[src/module_mgmt_status_timing.sv]
// management status timing: constants package and the top-level control/status block
// Summary of operation
// - after power-up, hot plug or reset release, become fully functional within 2000 ms
// - reset counts only when the reset pin stays low longer than 2 us
// - start answering serial bus transfers within 2000 ms of power-up
// - within 2000 ms clear data-not-ready bit 0 of byte 2 and assert interrupt
// - after reset pin rises, reach fully functional within 2000 ms
// - low-power select high puts the module into lower power within 100 us
// - any interrupt condition drives the interrupt pin low within 200 ms
// - flags clear on read; interrupt releases within 500 us after the clear
// - receive signal loss sets its flag and asserts interrupt within 100 ms
// - transmit fault sets its flag and asserts interrupt within 200 ms
// - any other condition sets its flag and asserts interrupt within 200 ms
// - a set mask bit stops its flag driving interrupt within 100 ms
// - a cleared mask bit resumes its flag driving interrupt within 100 ms
// - module select asserted: answer serial transfers within 100 us
// - module select released: stop answering serial transfers within 100 us
// - power-down bit set enters lower power within 100 ms
// - power-down bit cleared returns to fully functional within 300 ms
// - fully functional is shown by interrupt asserted from data-not-ready clearing
// - clear-on-read deadlines start at the clock edge after the read stop
// - mask and power-down deadlines start at the clock edge after the write stop
// - answer on the serial bus at seven-bit address 1010000 (A0h)
package mgmt_timing_pkg;
    // ==========================================================
    // timing
    localparam int CLK_MHZ = 100;
    localparam int T_INIT_MS = 2000;
    localparam int INIT_CYCLES = T_INIT_MS * 1000 * CLK_MHZ;
    localparam int T_RESET_PULSE_US = 2;
    localparam logic [7:0] RESET_PULSE_CYCLES = 8'(T_RESET_PULSE_US * CLK_MHZ);
    // ==========================================================
    // serial address and byte map
    localparam logic [6:0] DEV_ADDR = 7'h50;
    localparam logic [7:0] IDENT_VALUE = 8'h5a; // arbitrary value
    localparam logic [7:0] ADDR_IDENT = 8'h00;
    localparam logic [7:0] ADDR_STATUS = 8'h02;
    localparam logic [7:0] ADDR_FLAG_LOS = 8'h03;
    localparam logic [7:0] ADDR_FLAG_TXF = 8'h04;
    localparam logic [7:0] ADDR_FLAG_OTHER = 8'h05;
    localparam logic [7:0] ADDR_CTRL_PWR = 8'h5d;
    localparam logic [7:0] ADDR_MASK_LOS = 8'h64;
    localparam logic [7:0] ADDR_MASK_TXF = 8'h65;
    localparam logic [7:0] ADDR_MASK_OTHER = 8'h66;
    localparam int STATUS_DNR_BIT = 0;
    localparam int STATUS_INT_BIT = 1;
    localparam int CTRL_PDOWN_BIT = 0;
    // ==========================================================
    // synchroniser layout: {reset_n, select_n, low power, other[7:0], txf[3:0], los[3:0]}
    localparam int SYNC_W = 19;
    localparam logic [18:0] SYNC_RESET = 19'h60000;
endpackage

module module_mgmt_status_timing #(
    parameter int INIT_CYCLES = mgmt_timing_pkg::INIT_CYCLES
) (
    // clock and reset
    input wire logic ref_clk,
    input wire logic rst_n,
    // host control pins
    input wire logic module_reset_n,
    input wire logic module_select_n,
    input wire logic low_power_select,
    output logic interrupt_out_n,
    // two-wire serial bus, open drain
    input wire logic sclIn,
    input wire logic sdaIn,
    output logic sdaOut,
    output logic sdaOe_n,
    // module conditions
    input wire logic [3:0] rxLosIn,
    input wire logic [3:0] txFaultIn,
    input wire logic [7:0] otherCondIn,
    // module state
    output logic lowPowerOut,
    output logic functionalOut
);

    localparam logic [27:0] INIT_LAST = 28'(INIT_CYCLES - 1);

    // ==========================================================
    // input synchronisers
    logic [mgmt_timing_pkg::SYNC_W-1:0] meta_reg, sync_reg;

    always_ff @(posedge ref_clk or negedge rst_n) begin
        if (!rst_n) begin
            meta_reg <= mgmt_timing_pkg::SYNC_RESET;
            sync_reg <= mgmt_timing_pkg::SYNC_RESET;
        end else begin
            meta_reg <= {module_reset_n, module_select_n, low_power_select,
                         otherCondIn, txFaultIn, rxLosIn};
            sync_reg <= meta_reg;
        end
    end

    wire resetSync = sync_reg[18];
    wire selSync_n = sync_reg[17];
    wire lpSync = sync_reg[16];
    wire [15:0] condSync = sync_reg[15:0];

    // ==========================================================
    // reset pulse qualification
    logic resetPrev_reg;
    logic [7:0] rstLowCnt_reg, rstLowCnt_next;

    wire resetArmed = (rstLowCnt_reg == mgmt_timing_pkg::RESET_PULSE_CYCLES);
    wire inReset = resetArmed & ~resetSync;
    assign rstLowCnt_next = resetSync ? 8'h00 :
                            resetArmed ? rstLowCnt_reg : rstLowCnt_reg + 8'h01;

    always_ff @(posedge ref_clk or negedge rst_n) begin
        if (!rst_n) begin
            resetPrev_reg <= 1'b1;
            rstLowCnt_reg <= 8'h00;
        end else begin
            resetPrev_reg <= resetSync;
            rstLowCnt_reg <= rstLowCnt_next;
        end
    end

    // ==========================================================
    // initialisation timer and data-not-ready
    logic [27:0] initCnt_reg;
    logic dataNotReady_reg, readyFlag_reg;
    logic [15:0] flag_reg, mask_reg;
    logic powerDown_reg, lowPower_reg, functional_reg, intN_reg, sdaOut_reg;
    logic [7:0] ptr_reg;
    logic ptrLoad_reg;
    wire startPulse, stopPulse, wrPulse, rdPulse;
    wire [7:0] wrData;

    wire initDone = dataNotReady_reg & (initCnt_reg == INIT_LAST);
    wire statusRead = rdPulse & (ptr_reg == mgmt_timing_pkg::ADDR_STATUS);
    // set wins over the clear-on-read of the status byte
    wire readyFlag_next = initDone | (readyFlag_reg & ~statusRead);

    always_ff @(posedge ref_clk or negedge rst_n) begin
        if (!rst_n) begin
            initCnt_reg <= 28'h0000000;
            dataNotReady_reg <= 1'b1;
            readyFlag_reg <= 1'b0;
        end else if (inReset) begin
            initCnt_reg <= 28'h0000000;
            dataNotReady_reg <= 1'b1;
            readyFlag_reg <= 1'b0;
        end else begin
            initCnt_reg <= dataNotReady_reg ? initCnt_reg + 28'h0000001 : initCnt_reg;
            dataNotReady_reg <= dataNotReady_reg & ~initDone;
            readyFlag_reg <= readyFlag_next;
        end
    end

    // ==========================================================
    // serial target and byte pointer
    wire busEnable = ~dataNotReady_reg & ~selSync_n & ~inReset;
    wire wrHit = wrPulse & ~ptrLoad_reg;
    wire [7:0] rdData =
        (ptr_reg == mgmt_timing_pkg::ADDR_IDENT) ? mgmt_timing_pkg::IDENT_VALUE :
        (ptr_reg == mgmt_timing_pkg::ADDR_STATUS) ? {6'h00, ~intN_reg, dataNotReady_reg} :
        (ptr_reg == mgmt_timing_pkg::ADDR_FLAG_LOS) ? {4'h0, flag_reg[3:0]} :
        (ptr_reg == mgmt_timing_pkg::ADDR_FLAG_TXF) ? {4'h0, flag_reg[7:4]} :
        (ptr_reg == mgmt_timing_pkg::ADDR_FLAG_OTHER) ? flag_reg[15:8] :
        (ptr_reg == mgmt_timing_pkg::ADDR_CTRL_PWR) ? {7'h00, powerDown_reg} :
        (ptr_reg == mgmt_timing_pkg::ADDR_MASK_LOS) ? {4'h0, mask_reg[3:0]} :
        (ptr_reg == mgmt_timing_pkg::ADDR_MASK_TXF) ? {4'h0, mask_reg[7:4]} :
        (ptr_reg == mgmt_timing_pkg::ADDR_MASK_OTHER) ? mask_reg[15:8] : 8'h00;

    serial_target #(
        .DEV_ADDR(mgmt_timing_pkg::DEV_ADDR)
    ) u_target (
        .ref_clk(ref_clk),
        .rst_n(rst_n),
        .sclIn(sclIn),
        .sdaIn(sdaIn),
        .sdaOe_n(sdaOe_n),
        .enable(busEnable),
        .rdData(rdData),
        .startPulse(startPulse),
        .stopPulse(stopPulse),
        .wrPulse(wrPulse),
        .wrData(wrData),
        .rdPulse(rdPulse)
    );

    always_ff @(posedge ref_clk or negedge rst_n) begin
        if (!rst_n) begin
            ptr_reg <= 8'h00;
            ptrLoad_reg <= 1'b0;
        end else if (startPulse) begin
            ptrLoad_reg <= 1'b1;
        end else if (wrPulse) begin
            ptrLoad_reg <= 1'b0;
            ptr_reg <= ptrLoad_reg ? wrData : ptr_reg + 8'h01;
        end else if (rdPulse) begin
            ptr_reg <= ptr_reg + 8'h01;
        end
    end

    // ==========================================================
    // flags, masks and power-down control
    wire [15:0] clrVec = {{8{rdPulse & (ptr_reg == mgmt_timing_pkg::ADDR_FLAG_OTHER)}},
                          {4{rdPulse & (ptr_reg == mgmt_timing_pkg::ADDR_FLAG_TXF)}},
                          {4{rdPulse & (ptr_reg == mgmt_timing_pkg::ADDR_FLAG_LOS)}}};
    // a condition present in the cycle of the read keeps its flag set
    wire [15:0] flag_next = (flag_reg & ~clrVec) | condSync;
    wire [15:0] mask_next = {
        (wrHit && ptr_reg == mgmt_timing_pkg::ADDR_MASK_OTHER) ? wrData : mask_reg[15:8],
        (wrHit && ptr_reg == mgmt_timing_pkg::ADDR_MASK_TXF) ? wrData[3:0] : mask_reg[7:4],
        (wrHit && ptr_reg == mgmt_timing_pkg::ADDR_MASK_LOS) ? wrData[3:0] : mask_reg[3:0]};
    wire pdWrite = wrHit & (ptr_reg == mgmt_timing_pkg::ADDR_CTRL_PWR);
    wire powerDown_next = pdWrite ? wrData[mgmt_timing_pkg::CTRL_PDOWN_BIT] : powerDown_reg;

    always_ff @(posedge ref_clk or negedge rst_n) begin
        if (!rst_n) begin
            flag_reg <= 16'h0000;
            mask_reg <= 16'h0000;
            powerDown_reg <= 1'b0;
        end else if (inReset) begin
            flag_reg <= 16'h0000;
            mask_reg <= 16'h0000;
            powerDown_reg <= 1'b0;
        end else begin
            flag_reg <= flag_next;
            mask_reg <= mask_next;
            powerDown_reg <= powerDown_next;
        end
    end

    // ==========================================================
    // output pins and state
    wire intCause = (|(flag_reg & ~mask_reg)) | readyFlag_reg;
    wire lowPower_next = lpSync | powerDown_reg;
    wire functional_next = ~dataNotReady_reg & ~lowPower_next & ~inReset;

    always_ff @(posedge ref_clk or negedge rst_n) begin
        if (!rst_n) begin
            intN_reg <= 1'b1;
            lowPower_reg <= 1'b0;
            functional_reg <= 1'b0;
            sdaOut_reg <= 1'b0;
        end else begin
            intN_reg <= ~intCause;
            lowPower_reg <= lowPower_next;
            functional_reg <= functional_next;
            sdaOut_reg <= 1'b0;
        end
    end

    assign interrupt_out_n = intN_reg;
    assign lowPowerOut = lowPower_reg;
    assign functionalOut = functional_reg;
    assign sdaOut = sdaOut_reg;
endmodule // module_mgmt_status_timing

[src/serial_target.sv]
// two-wire serial target: pin sampling, start/stop detection and byte handshake
module serial_target #(
    parameter logic [6:0] DEV_ADDR = 7'h50
) (
    // clock and reset
    input wire logic ref_clk,
    input wire logic rst_n,
    // bus pins
    input wire logic sclIn,
    input wire logic sdaIn,
    output logic sdaOe_n,
    // user side
    input wire logic enable,
    input wire logic [7:0] rdData,
    output logic startPulse,
    output logic stopPulse,
    output logic wrPulse,
    output logic [7:0] wrData,
    output logic rdPulse
);

    typedef enum logic [1:0] {
        ST_IDLE = 2'b00,
        ST_ADDR = 2'b01,
        ST_WRITE = 2'b10,
        ST_READ = 2'b11
    } tgt_state_e;

    // ==========================================================
    // pin synchronisers and edge detection
    logic sclMeta_reg, sclSync_reg, sclPrev_reg;
    logic sdaMeta_reg, sdaSync_reg, sdaPrev_reg;

    always_ff @(posedge ref_clk or negedge rst_n) begin
        if (!rst_n) begin
            {sclMeta_reg, sclSync_reg, sclPrev_reg} <= 3'h7;
            {sdaMeta_reg, sdaSync_reg, sdaPrev_reg} <= 3'h7;
        end else begin
            {sclMeta_reg, sclSync_reg, sclPrev_reg} <= {sclIn, sclMeta_reg, sclSync_reg};
            {sdaMeta_reg, sdaSync_reg, sdaPrev_reg} <= {sdaIn, sdaMeta_reg, sdaSync_reg};
        end
    end

    wire sclRise = sclSync_reg & ~sclPrev_reg;
    wire sclFall = ~sclSync_reg & sclPrev_reg;
    wire sclHigh = sclSync_reg & sclPrev_reg;
    wire startDet = sclHigh & sdaPrev_reg & ~sdaSync_reg;
    wire stopDet = sclHigh & ~sdaPrev_reg & sdaSync_reg;
    wire addrMatch = (wrData[7:1] == DEV_ADDR);

    // ==========================================================
    // bit engine
    tgt_state_e state_reg, state_next;
    logic [3:0] bitCnt_reg, bitCnt_next;
    logic [7:0] shift_next;
    logic isRead_reg, isRead_next;
    logic oe_next, wr_next, rd_next;

    always_comb begin
        state_next = state_reg;
        bitCnt_next = bitCnt_reg;
        shift_next = wrData;
        isRead_next = isRead_reg;
        oe_next = sdaOe_n;
        wr_next = 1'b0;
        rd_next = 1'b0;
        if (startDet) begin
            state_next = ST_ADDR;
            bitCnt_next = 4'h0;
            oe_next = 1'b1;
        end else if (stopDet) begin
            state_next = ST_IDLE;
            oe_next = 1'b1;
        end else if (state_reg != ST_IDLE) begin
            if (sclRise) begin
                bitCnt_next = bitCnt_reg + 4'h1;
                if (bitCnt_reg < 4'h8) begin
                    shift_next = {wrData[6:0], sdaSync_reg};
                end else if (state_reg == ST_READ && sdaSync_reg) begin
                    // master said no more bytes
                    state_next = ST_IDLE;
                end
            end else if (sclFall) begin
                if (!enable) begin
                    // deselected or not ready: let go of the bus
                    state_next = ST_IDLE;
                    oe_next = 1'b1;
                end else begin
                    case (bitCnt_reg)
                        4'h8: begin
                            if (state_reg == ST_READ) begin
                                oe_next = 1'b1;
                            end else if (state_reg == ST_ADDR && !addrMatch) begin
                                state_next = ST_IDLE;
                            end else begin
                                oe_next = 1'b0;
                                wr_next = (state_reg == ST_WRITE);
                                if (state_reg == ST_ADDR) begin
                                    isRead_next = wrData[0];
                                end
                            end
                        end
                        4'h9: begin
                            bitCnt_next = 4'h0;
                            if (state_reg == ST_READ || (state_reg == ST_ADDR && isRead_reg)) begin
                                state_next = ST_READ;
                                shift_next = rdData;
                                oe_next = rdData[7];
                                rd_next = 1'b1;
                            end else begin
                                state_next = ST_WRITE;
                                oe_next = 1'b1;
                            end
                        end
                        default: begin
                            if (state_reg == ST_READ) begin
                                oe_next = wrData[7];
                            end
                        end
                    endcase
                end
            end
        end
    end

    always_ff @(posedge ref_clk or negedge rst_n) begin
        if (!rst_n) begin
            state_reg <= ST_IDLE;
            bitCnt_reg <= 4'h0;
            wrData <= 8'h00;
            isRead_reg <= 1'b0;
            sdaOe_n <= 1'b1;
            {startPulse, stopPulse, wrPulse, rdPulse} <= 4'h0;
        end else begin
            state_reg <= state_next;
            bitCnt_reg <= bitCnt_next;
            wrData <= shift_next;
            isRead_reg <= isRead_next;
            sdaOe_n <= oe_next;
            {startPulse, stopPulse, wrPulse, rdPulse} <= {startDet, stopDet, wr_next, rd_next};
        end
    end

endmodule // serial_target

[config.mk]
export PLATFORM = sky130hd
export DESIGN_NAME = module_mgmt_status_timing
export DESIGN_NICKNAME = d
export VERILOG_FILES = /design/src/module_mgmt_status_timing.sv /design/src/serial_target.sv
export SDC_FILE = /design/constraint.sdc
export NUM_CORES = 1
export LEC_CHECK = 0
export ABC_AREA = 1
export BUFFER_PORTS_ARGS = -buffer_cell sky130_fd_sc_hd__buf_2
export CAP_MARGIN = 20
export CORE_MARGIN = 1.5
export CORE_UTILIZATION = 35
export CTS_CLUSTER_DIAMETER = 50
export DETAILED_ROUTE_END_ITERATION = 7
export GPL_TIMING_DRIVEN = 0
export PLACE_DENSITY = 0.5
export SLEW_MARGIN = 20
export SYNTH_ARGS = -nofsm -noshare
export SYNTH_HDL_FRONTEND = slang
export SYNTH_SLANG_ARGS = --single-unit
[constraint.sdc]
create_clock -name ref_clk -period 1.8 [get_ports ref_clk]
set_input_delay 0.36 -clock ref_clk [delete_from_list [all_inputs] [get_ports ref_clk]]
set_output_delay 0.36 -clock ref_clk [all_outputs]
set_load 0.03 [all_outputs]
==> results of run 1 <==
routing by layer:
metal	global-route usage [%]	up-vias
li1	-	2904
met1	25.44	2805
met2	27.99	75
met3	2.832	23
met4	6.391	0
met5	0	-
power groups by stage:
stage | Clock [mW] | Sequential, mW | Combinational (mW)
floorplan | 0 | 3.63 | 0.337
finish | 3.73 | 3.63 | 0.694
detailed placement | 0 | 3.68 | 0.576
global placement | 0 | 3.68 | 0.563
CTS | 3.85 | 3.62 | 0.650
global route | 3.97 | 3.64 | 0.784
cell families (layout without fill, tap and decap cells):
group	count (synthesis)	in the layout
and+or+nand+nor	319	319
buffers and inverters	137	271
xor gates and xnor gates	6	6
adders and majority gates	13	13
muxes	1	1
other	1	1
AOI/OAI and AO/OA	176	176
DFF	146	146
worst max-delay path: stages (launching register included):
cell	delay [ps]
dfstp_2	540
inv_1	60
ha_4	180
clkinv_4	50
nand2_2	60
nor2_2	110
inv_1	50
nor2_2	130
buf_4	130
nand4_1	110
mux2_4	320
repair_timing:
action | 4_1_cts | 5_1_grt
gates resized for setup | 93 | 90
cloned | 1 | 0
endpoints found under the setup margin | 74 | 61
hold endpoints to repair | 81 | 0
buffers inserted | 49 | 27
pin swaps | 34 | 46
hold buffers | 1 | 0
area by class of cell:
class	instances	area [um^2]	share of cell area (%)
clock buffer	18	439.2	4.777
tap	265	331.6	3.606
clock inverter	14	180.2	1.960
multi-input combinational	516	3221	35.03
timing repair buffer	103	763.2	8.302
inverter	127	506.7	5.512
buffer	9	76.32	0.8302
sequential	146	3676	39.98
stage by stage:
step	total power [mW]	setup slack (ps)	hold WS, ps	cells	TNS (ps)
after floorplan	3.969	-27.07	64.41	799	-53.03
after global placement	4.241	-1889	332.6	1090	-279020
after detailed placement	4.254	-411.3	334.7	1091	-15360
after CTS	8.116	-93.66	4.946	1173	-609.8
after global routing	8.394	-153.6	8.716	1198	-2462
final	8.052	-59.86	27.85	1198	-255.3
synth_stat cells (9+ instances only):
| cell type | n |
|---|---|
| o21ai_0 | 68 |
| ha_1 | 13 |
| dfrtp_1 | 133 |
| nor2_1 | 75 |
| o22ai_1 | 11 |
| inv_1 | 118 |
| dfstp_2 | 13 |
| a21oi_1 | 59 |
| nand4_1 | 15 |
| nand2_1 | 128 |
| nand3_1 | 38 |
| nor3_1 | 26 |
| nand2_2 | 9 |
worst max-delay path by stage:
stage	cells past startpoint	slack (ps)	end	from
CTS	12	-90	u_target.wrData[4]$_DFFE_PN0P_	u_target.sclPrev_reg$_DFF_PN1_
global placement	1	-1890	meta_reg[15]$_DFF_PN0_	rst_n
floorplan	13	-30	u_target.wrData[4]$_DFFE_PN0P_	u_target.sclSync_reg$_DFF_PN1_
global route	12	-150	u_target.wrData[1]$_DFFE_PN0P_	ptr_reg[4]$_DFFE_PN0P_
detailed placement	10	-410	u_target.wrData[7]$_DFFE_PN0P_	ptr_reg[4]$_DFFE_PN0P_
finish	10	-60	u_target.isRead_reg$_DFFE_PN0P_	u_target.sclPrev_reg$_DFF_PN1_
==> results.ini, run 1 <==
[global_routing]
grt_max_degree=86
grt.overflow.total=0
antenna_found_initial=0
grt_pass1_vias=5630
grt_pass1_wl_mm=28.64
grt_usage_pct=18.00

[worst_hold_path]
min_to=u_target.sclMeta_reg$_DFF_PN1_
hp-start=sclIn
hold_class=in2reg
worstHoldPathCells=1

[placed_design]
dp_hpwl_mm=11.64
place.gp.congestion=0.8357
port_buffers=26
dpl-instance-area_um2=7450

[sta]
worst_slack_ps=-59.86
worst_pin_slew_ps=661.4
rsz0062_at_grt=true
setup_viol=7
finalCriticalPeriod_ps=1860
max_freq_mhz=537.7
slew_headroom_pct=55.90
final.period_utilization_pct=103.3
hold_violations=0
drv_slew=0
skew_ps=14.04

[worst_setup_path]
r2r_cells=10
arrival_ps=2160
path_class=reg2reg
path_max_fanout=4
worstPathRequired_ps=2100
r2r_end=u_target.isRead_reg$_DFFE_PN0P_
r2r_slack_ps=-60
r2r_start=u_target.sclPrev_reg$_DFF_PN1_
endpoint_kind=flop
critPathLaunchType=flop

[logic_synthesis]
ys_async_sr_fraction_pct=100.0
netlist_area_um2=6925
syn-num-nets=835
muxShareOfSynthArea_pct=0.1626
yosysSeqAreaShare_pct=52.99
synth_seq_cells=146
syn-instance-count=799
synth_top_area_share_pct=48.06
synth-edff-count=0
yosys.area_share.xor_xnor_pct=0.7588
yosys.area_share.simple_pct=21.77
ys.flop_type=dfrtp_1
avgSynthCellArea_um2=8.668
synthAdderAreaFrac_pct=2.349
synth_compound_area_share_pct=14.27
yosysWarnings=0
synth_cell_types=50
yosys-top-cells-area=dfrtp_1 48%, nand2_1 6.9%, inv_1 6.4%
synth.largest_area_cell=dfrtp_1
synth_top_family_by_area=simple AND/OR/NAND/NOR gates

[drt]
wl_met1_mm=8.549
drc=0
wl_per_cell_um=14.58
met2_length_mm=8.126
antenna_left=0
wl_met3_um=448
vias=5807
highest_layer=met4
finalWirelength_mm=17.46
detail_route.iter0.violations=418
viasPerCell=4.847
first_pass_iters=4

[final_layout]
layout_common_cells=128 x dfrtp_1, 111 x nand2_1, 94 x inv_1
drive_gt1_share_pct=32.05
fin_util_pct=47.24
antennaDiodeCount=0
stdcell_area_um2=9194
fillers=1912
largest_reg_flops=28
nets=956
final_common_cell=dfrtp_1
areaGrowthSynthToFinish_pct=32.76

[clock_tree]
clkLatencyLatePin_ps=430
cts_root_buf=clkbuf_16
clk_pin_slew_worst_paths_ps=70
clock-sinks=146
numCtsBuffers=17
cts-htree-levels=4
clockBufferDepth=2
cts_tree=yes

[pwr]
p_clk_share_pct=46.4
seqPwrFrac_pct=45.0
powerDensity_nw_per_um2=875.8
combPwrFrac_pct=8.6
power_switching_mw=2.183
peakVddDrop_mv=0.6384
leakagePower_nw=4.203
p_int_mw=5.870
switching_share_pct=27.11

[status]
violations=setup timing
outcome=finished with violations

[floorplanning]
die_h_um=143.7
die-area_um2=20640
rows=51
initial_core_util_pct=35.58
die_w_um=143.7
io_pins=28
coreArea_um2=19460

[flow_run]
max_cap_violations=0

Note: power is estimated with default switching activity, not from simulation.
==> inputs of run 2 (changes only) <==
- CTS_BUF_LIST: unset -> sky130_fd_sc_hd__clkbuf_4 sky130_fd_sc_hd__clkbuf_8
==> results.ini, run 2 (synthesized netlist as in run 1, its figures left out) <==
[floorplanning]
die_h_um=143.7  ; unchanged
coreArea_um2=19460  ; unchanged
die_w_um=143.7  ; unchanged
io_pins=28  ; unchanged
rows=51  ; unchanged
initial_core_util_pct=35.58  ; unchanged
die-area_um2=20640  ; unchanged

[final_layout]
largest_reg_flops=28  ; unchanged
drive_gt1_share_pct=31.03  ; -1.0 points
nets=964  ; +0.84%
layout_common_cells=128 x dfrtp_1, 108 x nand2_1, 95 x inv_1
fin_util_pct=47.11  ; -0.13 points
antennaDiodeCount=0  ; unchanged
areaGrowthSynthToFinish_pct=32.39
final_common_cell=dfrtp_1

[global_routing]
grt_pass1_vias=5633  ; +0.053%
grt.overflow.total=0  ; unchanged
grt_usage_pct=18.05  ; +0.053 points
grt_pass1_wl_mm=28.66  ; about the same
antenna_found_initial=0  ; unchanged
grt_max_degree=86  ; unchanged

[drt]
drc=0  ; unchanged
first_pass_iters=5  ; +1
wl_per_cell_um=14.33  ; -1.7%
detail_route.iter0.violations=385  ; -7.9%
vias=5806  ; -0.017%
antenna_left=0  ; unchanged
viasPerCell=4.814  ; -0.68%
finalWirelength_mm=17.29  ; -1.0%

[pwr]
powerDensity_nw_per_um2=783.5  ; -11%
peakVddDrop_mv=0.4355  ; -32%
finalPower_mw=7.184  ; -11%
leakagePower_nw=4.155  ; -1.1%

[placed_design]
port_buffers=26  ; unchanged
place_ws_ps=-411.3  ; unchanged
dp_hpwl_mm=11.64  ; unchanged
place.gp.congestion=0.8357  ; unchanged

[worst_setup_path]
worstPathRequired_ps=2140  ; +40 ps
critPathLaunchType=flop
r2r_slack_ps=-70  ; about the same
path_max_fanout=5  ; +1
path_class=reg2reg
arrival_ps=2210  ; +50 ps
endpoint_kind=flop

[sta]
setup_viol=9  ; +2
final.period_utilization_pct=104.1  ; +0.77 points
slew_headroom_pct=55.90  ; about the same
whs_ps=351.6  ; +323.7 ps
rsz0062_at_grt=true
max_freq_mhz=533.7  ; -0.74%
hold_violations=0  ; unchanged
worst_pin_slew_ps=661.4  ; +0.003695 ps
worst_slack_ps=-73.81  ; -13.95 ps
drv_slew=0  ; unchanged
finalCriticalPeriod_ps=1874  ; +13.95 ps
skew_ps=13.20  ; -0.8391 ps

[clock_tree]
cts_tree=yes
cts-htree-levels=4  ; unchanged
cts_root_buf=clkbuf_8
numCtsBuffers=17  ; unchanged
clock-sinks=146  ; unchanged
clk_pin_slew_worst_paths_ps=100  ; +30 ps
clockBufferDepth=2  ; unchanged
clkLatencyLatePin_ps=460  ; +30 ps

[flow_run]
max_cap_violations=0  ; unchanged

[status]
outcome=finished with violations
violations=setup timing

[worst_hold_path]
hold_class=reg2reg

[run 2: cell count changes in the layout (fill, tap and decap cells not counted), moves of 3 or more]
cell / change
clkbuf_16: -17
nand2_1: -3
clkbuf_8: +17
o21ai_0: -3
nor2_4: +3
o21ai_2: +5
nand2_4: +4
buf_6: +9
buf_4: -22
dlygate4sd3_1: +21
[run 2: path summary, 6_finish.rpt]
path	start	to	depth (start not counted)
hold / removal	meta_reg[0]$_DFF_PN0_	sync_reg[0]$_DFF_PN0_	0
max in group asynchronous	rst_n	interrupt_out_n$_DFF_PN1_	3
hold reg to reg	meta_reg[0]$_DFF_PN0_	sync_reg[0]$_DFF_PN0_	0
min in group asynchronous	rst_n	rstLowCnt_reg[6]$_DFFE_PN0P_	2
setup / recovery	u_target.sclPrev_reg$_DFF_PN1_	u_target.wrData[4]$_DFFE_PN0P_	14
setup reg to reg	u_target.sclPrev_reg$_DFF_PN1_	u_target.wrData[4]$_DFFE_PN0P_	14
[run 2: layout make-up]
class | count | area (um^2)
plain buffers | 8 | 60.06
multi-input cells | 516 | 3254
repair buffers | 111 | 902.1
fillers | 1917 | 10290
clock buffers | 18 | 247.7
repair inverters | 1 | 5.005
clock inverters | 14 | 180.2
well taps | 265 | 331.6
inverters | 127 | 511.7
flip-flops and latches | 146 | 3676
[run 2: power by group]
part           total (mW)  internal [mW]  switching [mW]
Clock                2.82           1.35            1.47
Sequential           3.64           3.46           0.185
Combinational       0.725          0.288           0.437
[run 2: stage by stage]
stage	area [um^2]	instances	TNS (ps)
floorplan	6950	799	-53.03
global placement	7412	1090	-279020
detailed placement	7450	1091	-15360
CTS	8743	1195	-911.5
global route	9169	1206	-2430
finish	9169	1206	-320.8
[run 2: routing by layer]
layer  wire (um)  part of all wire (%)  track usage (%)
met5           0                     0                0
met2        7995                    46            27.78
met4         231                   1.3            6.606
met1        8611                    50            25.73
met3         450                   2.6            2.766
[run 2: timing repair]
item                       4_1_cts  5_1_grt
setup buffers                   49       13
cloned                           2        0
pin swaps                       33       33
setup endpoints to repair       74       65
hold endpoints to repair       102        0
hold buffers                    22        0
resized for setup               96      102
[run 2: worst max-delay path, stage by stage, from the launching register on]
cell,delay [ps]
dfstp_2,560
buf_6,100
ha_4,130
inv_2,40
nor3_4,230
nor2_4,60
inv_2,50
nor2_2,40
nand2_2,70
nand2_2,60
nand2_4,80
inv_4,40
buf_6,120
o211ai_1,80
o21ai_1,80
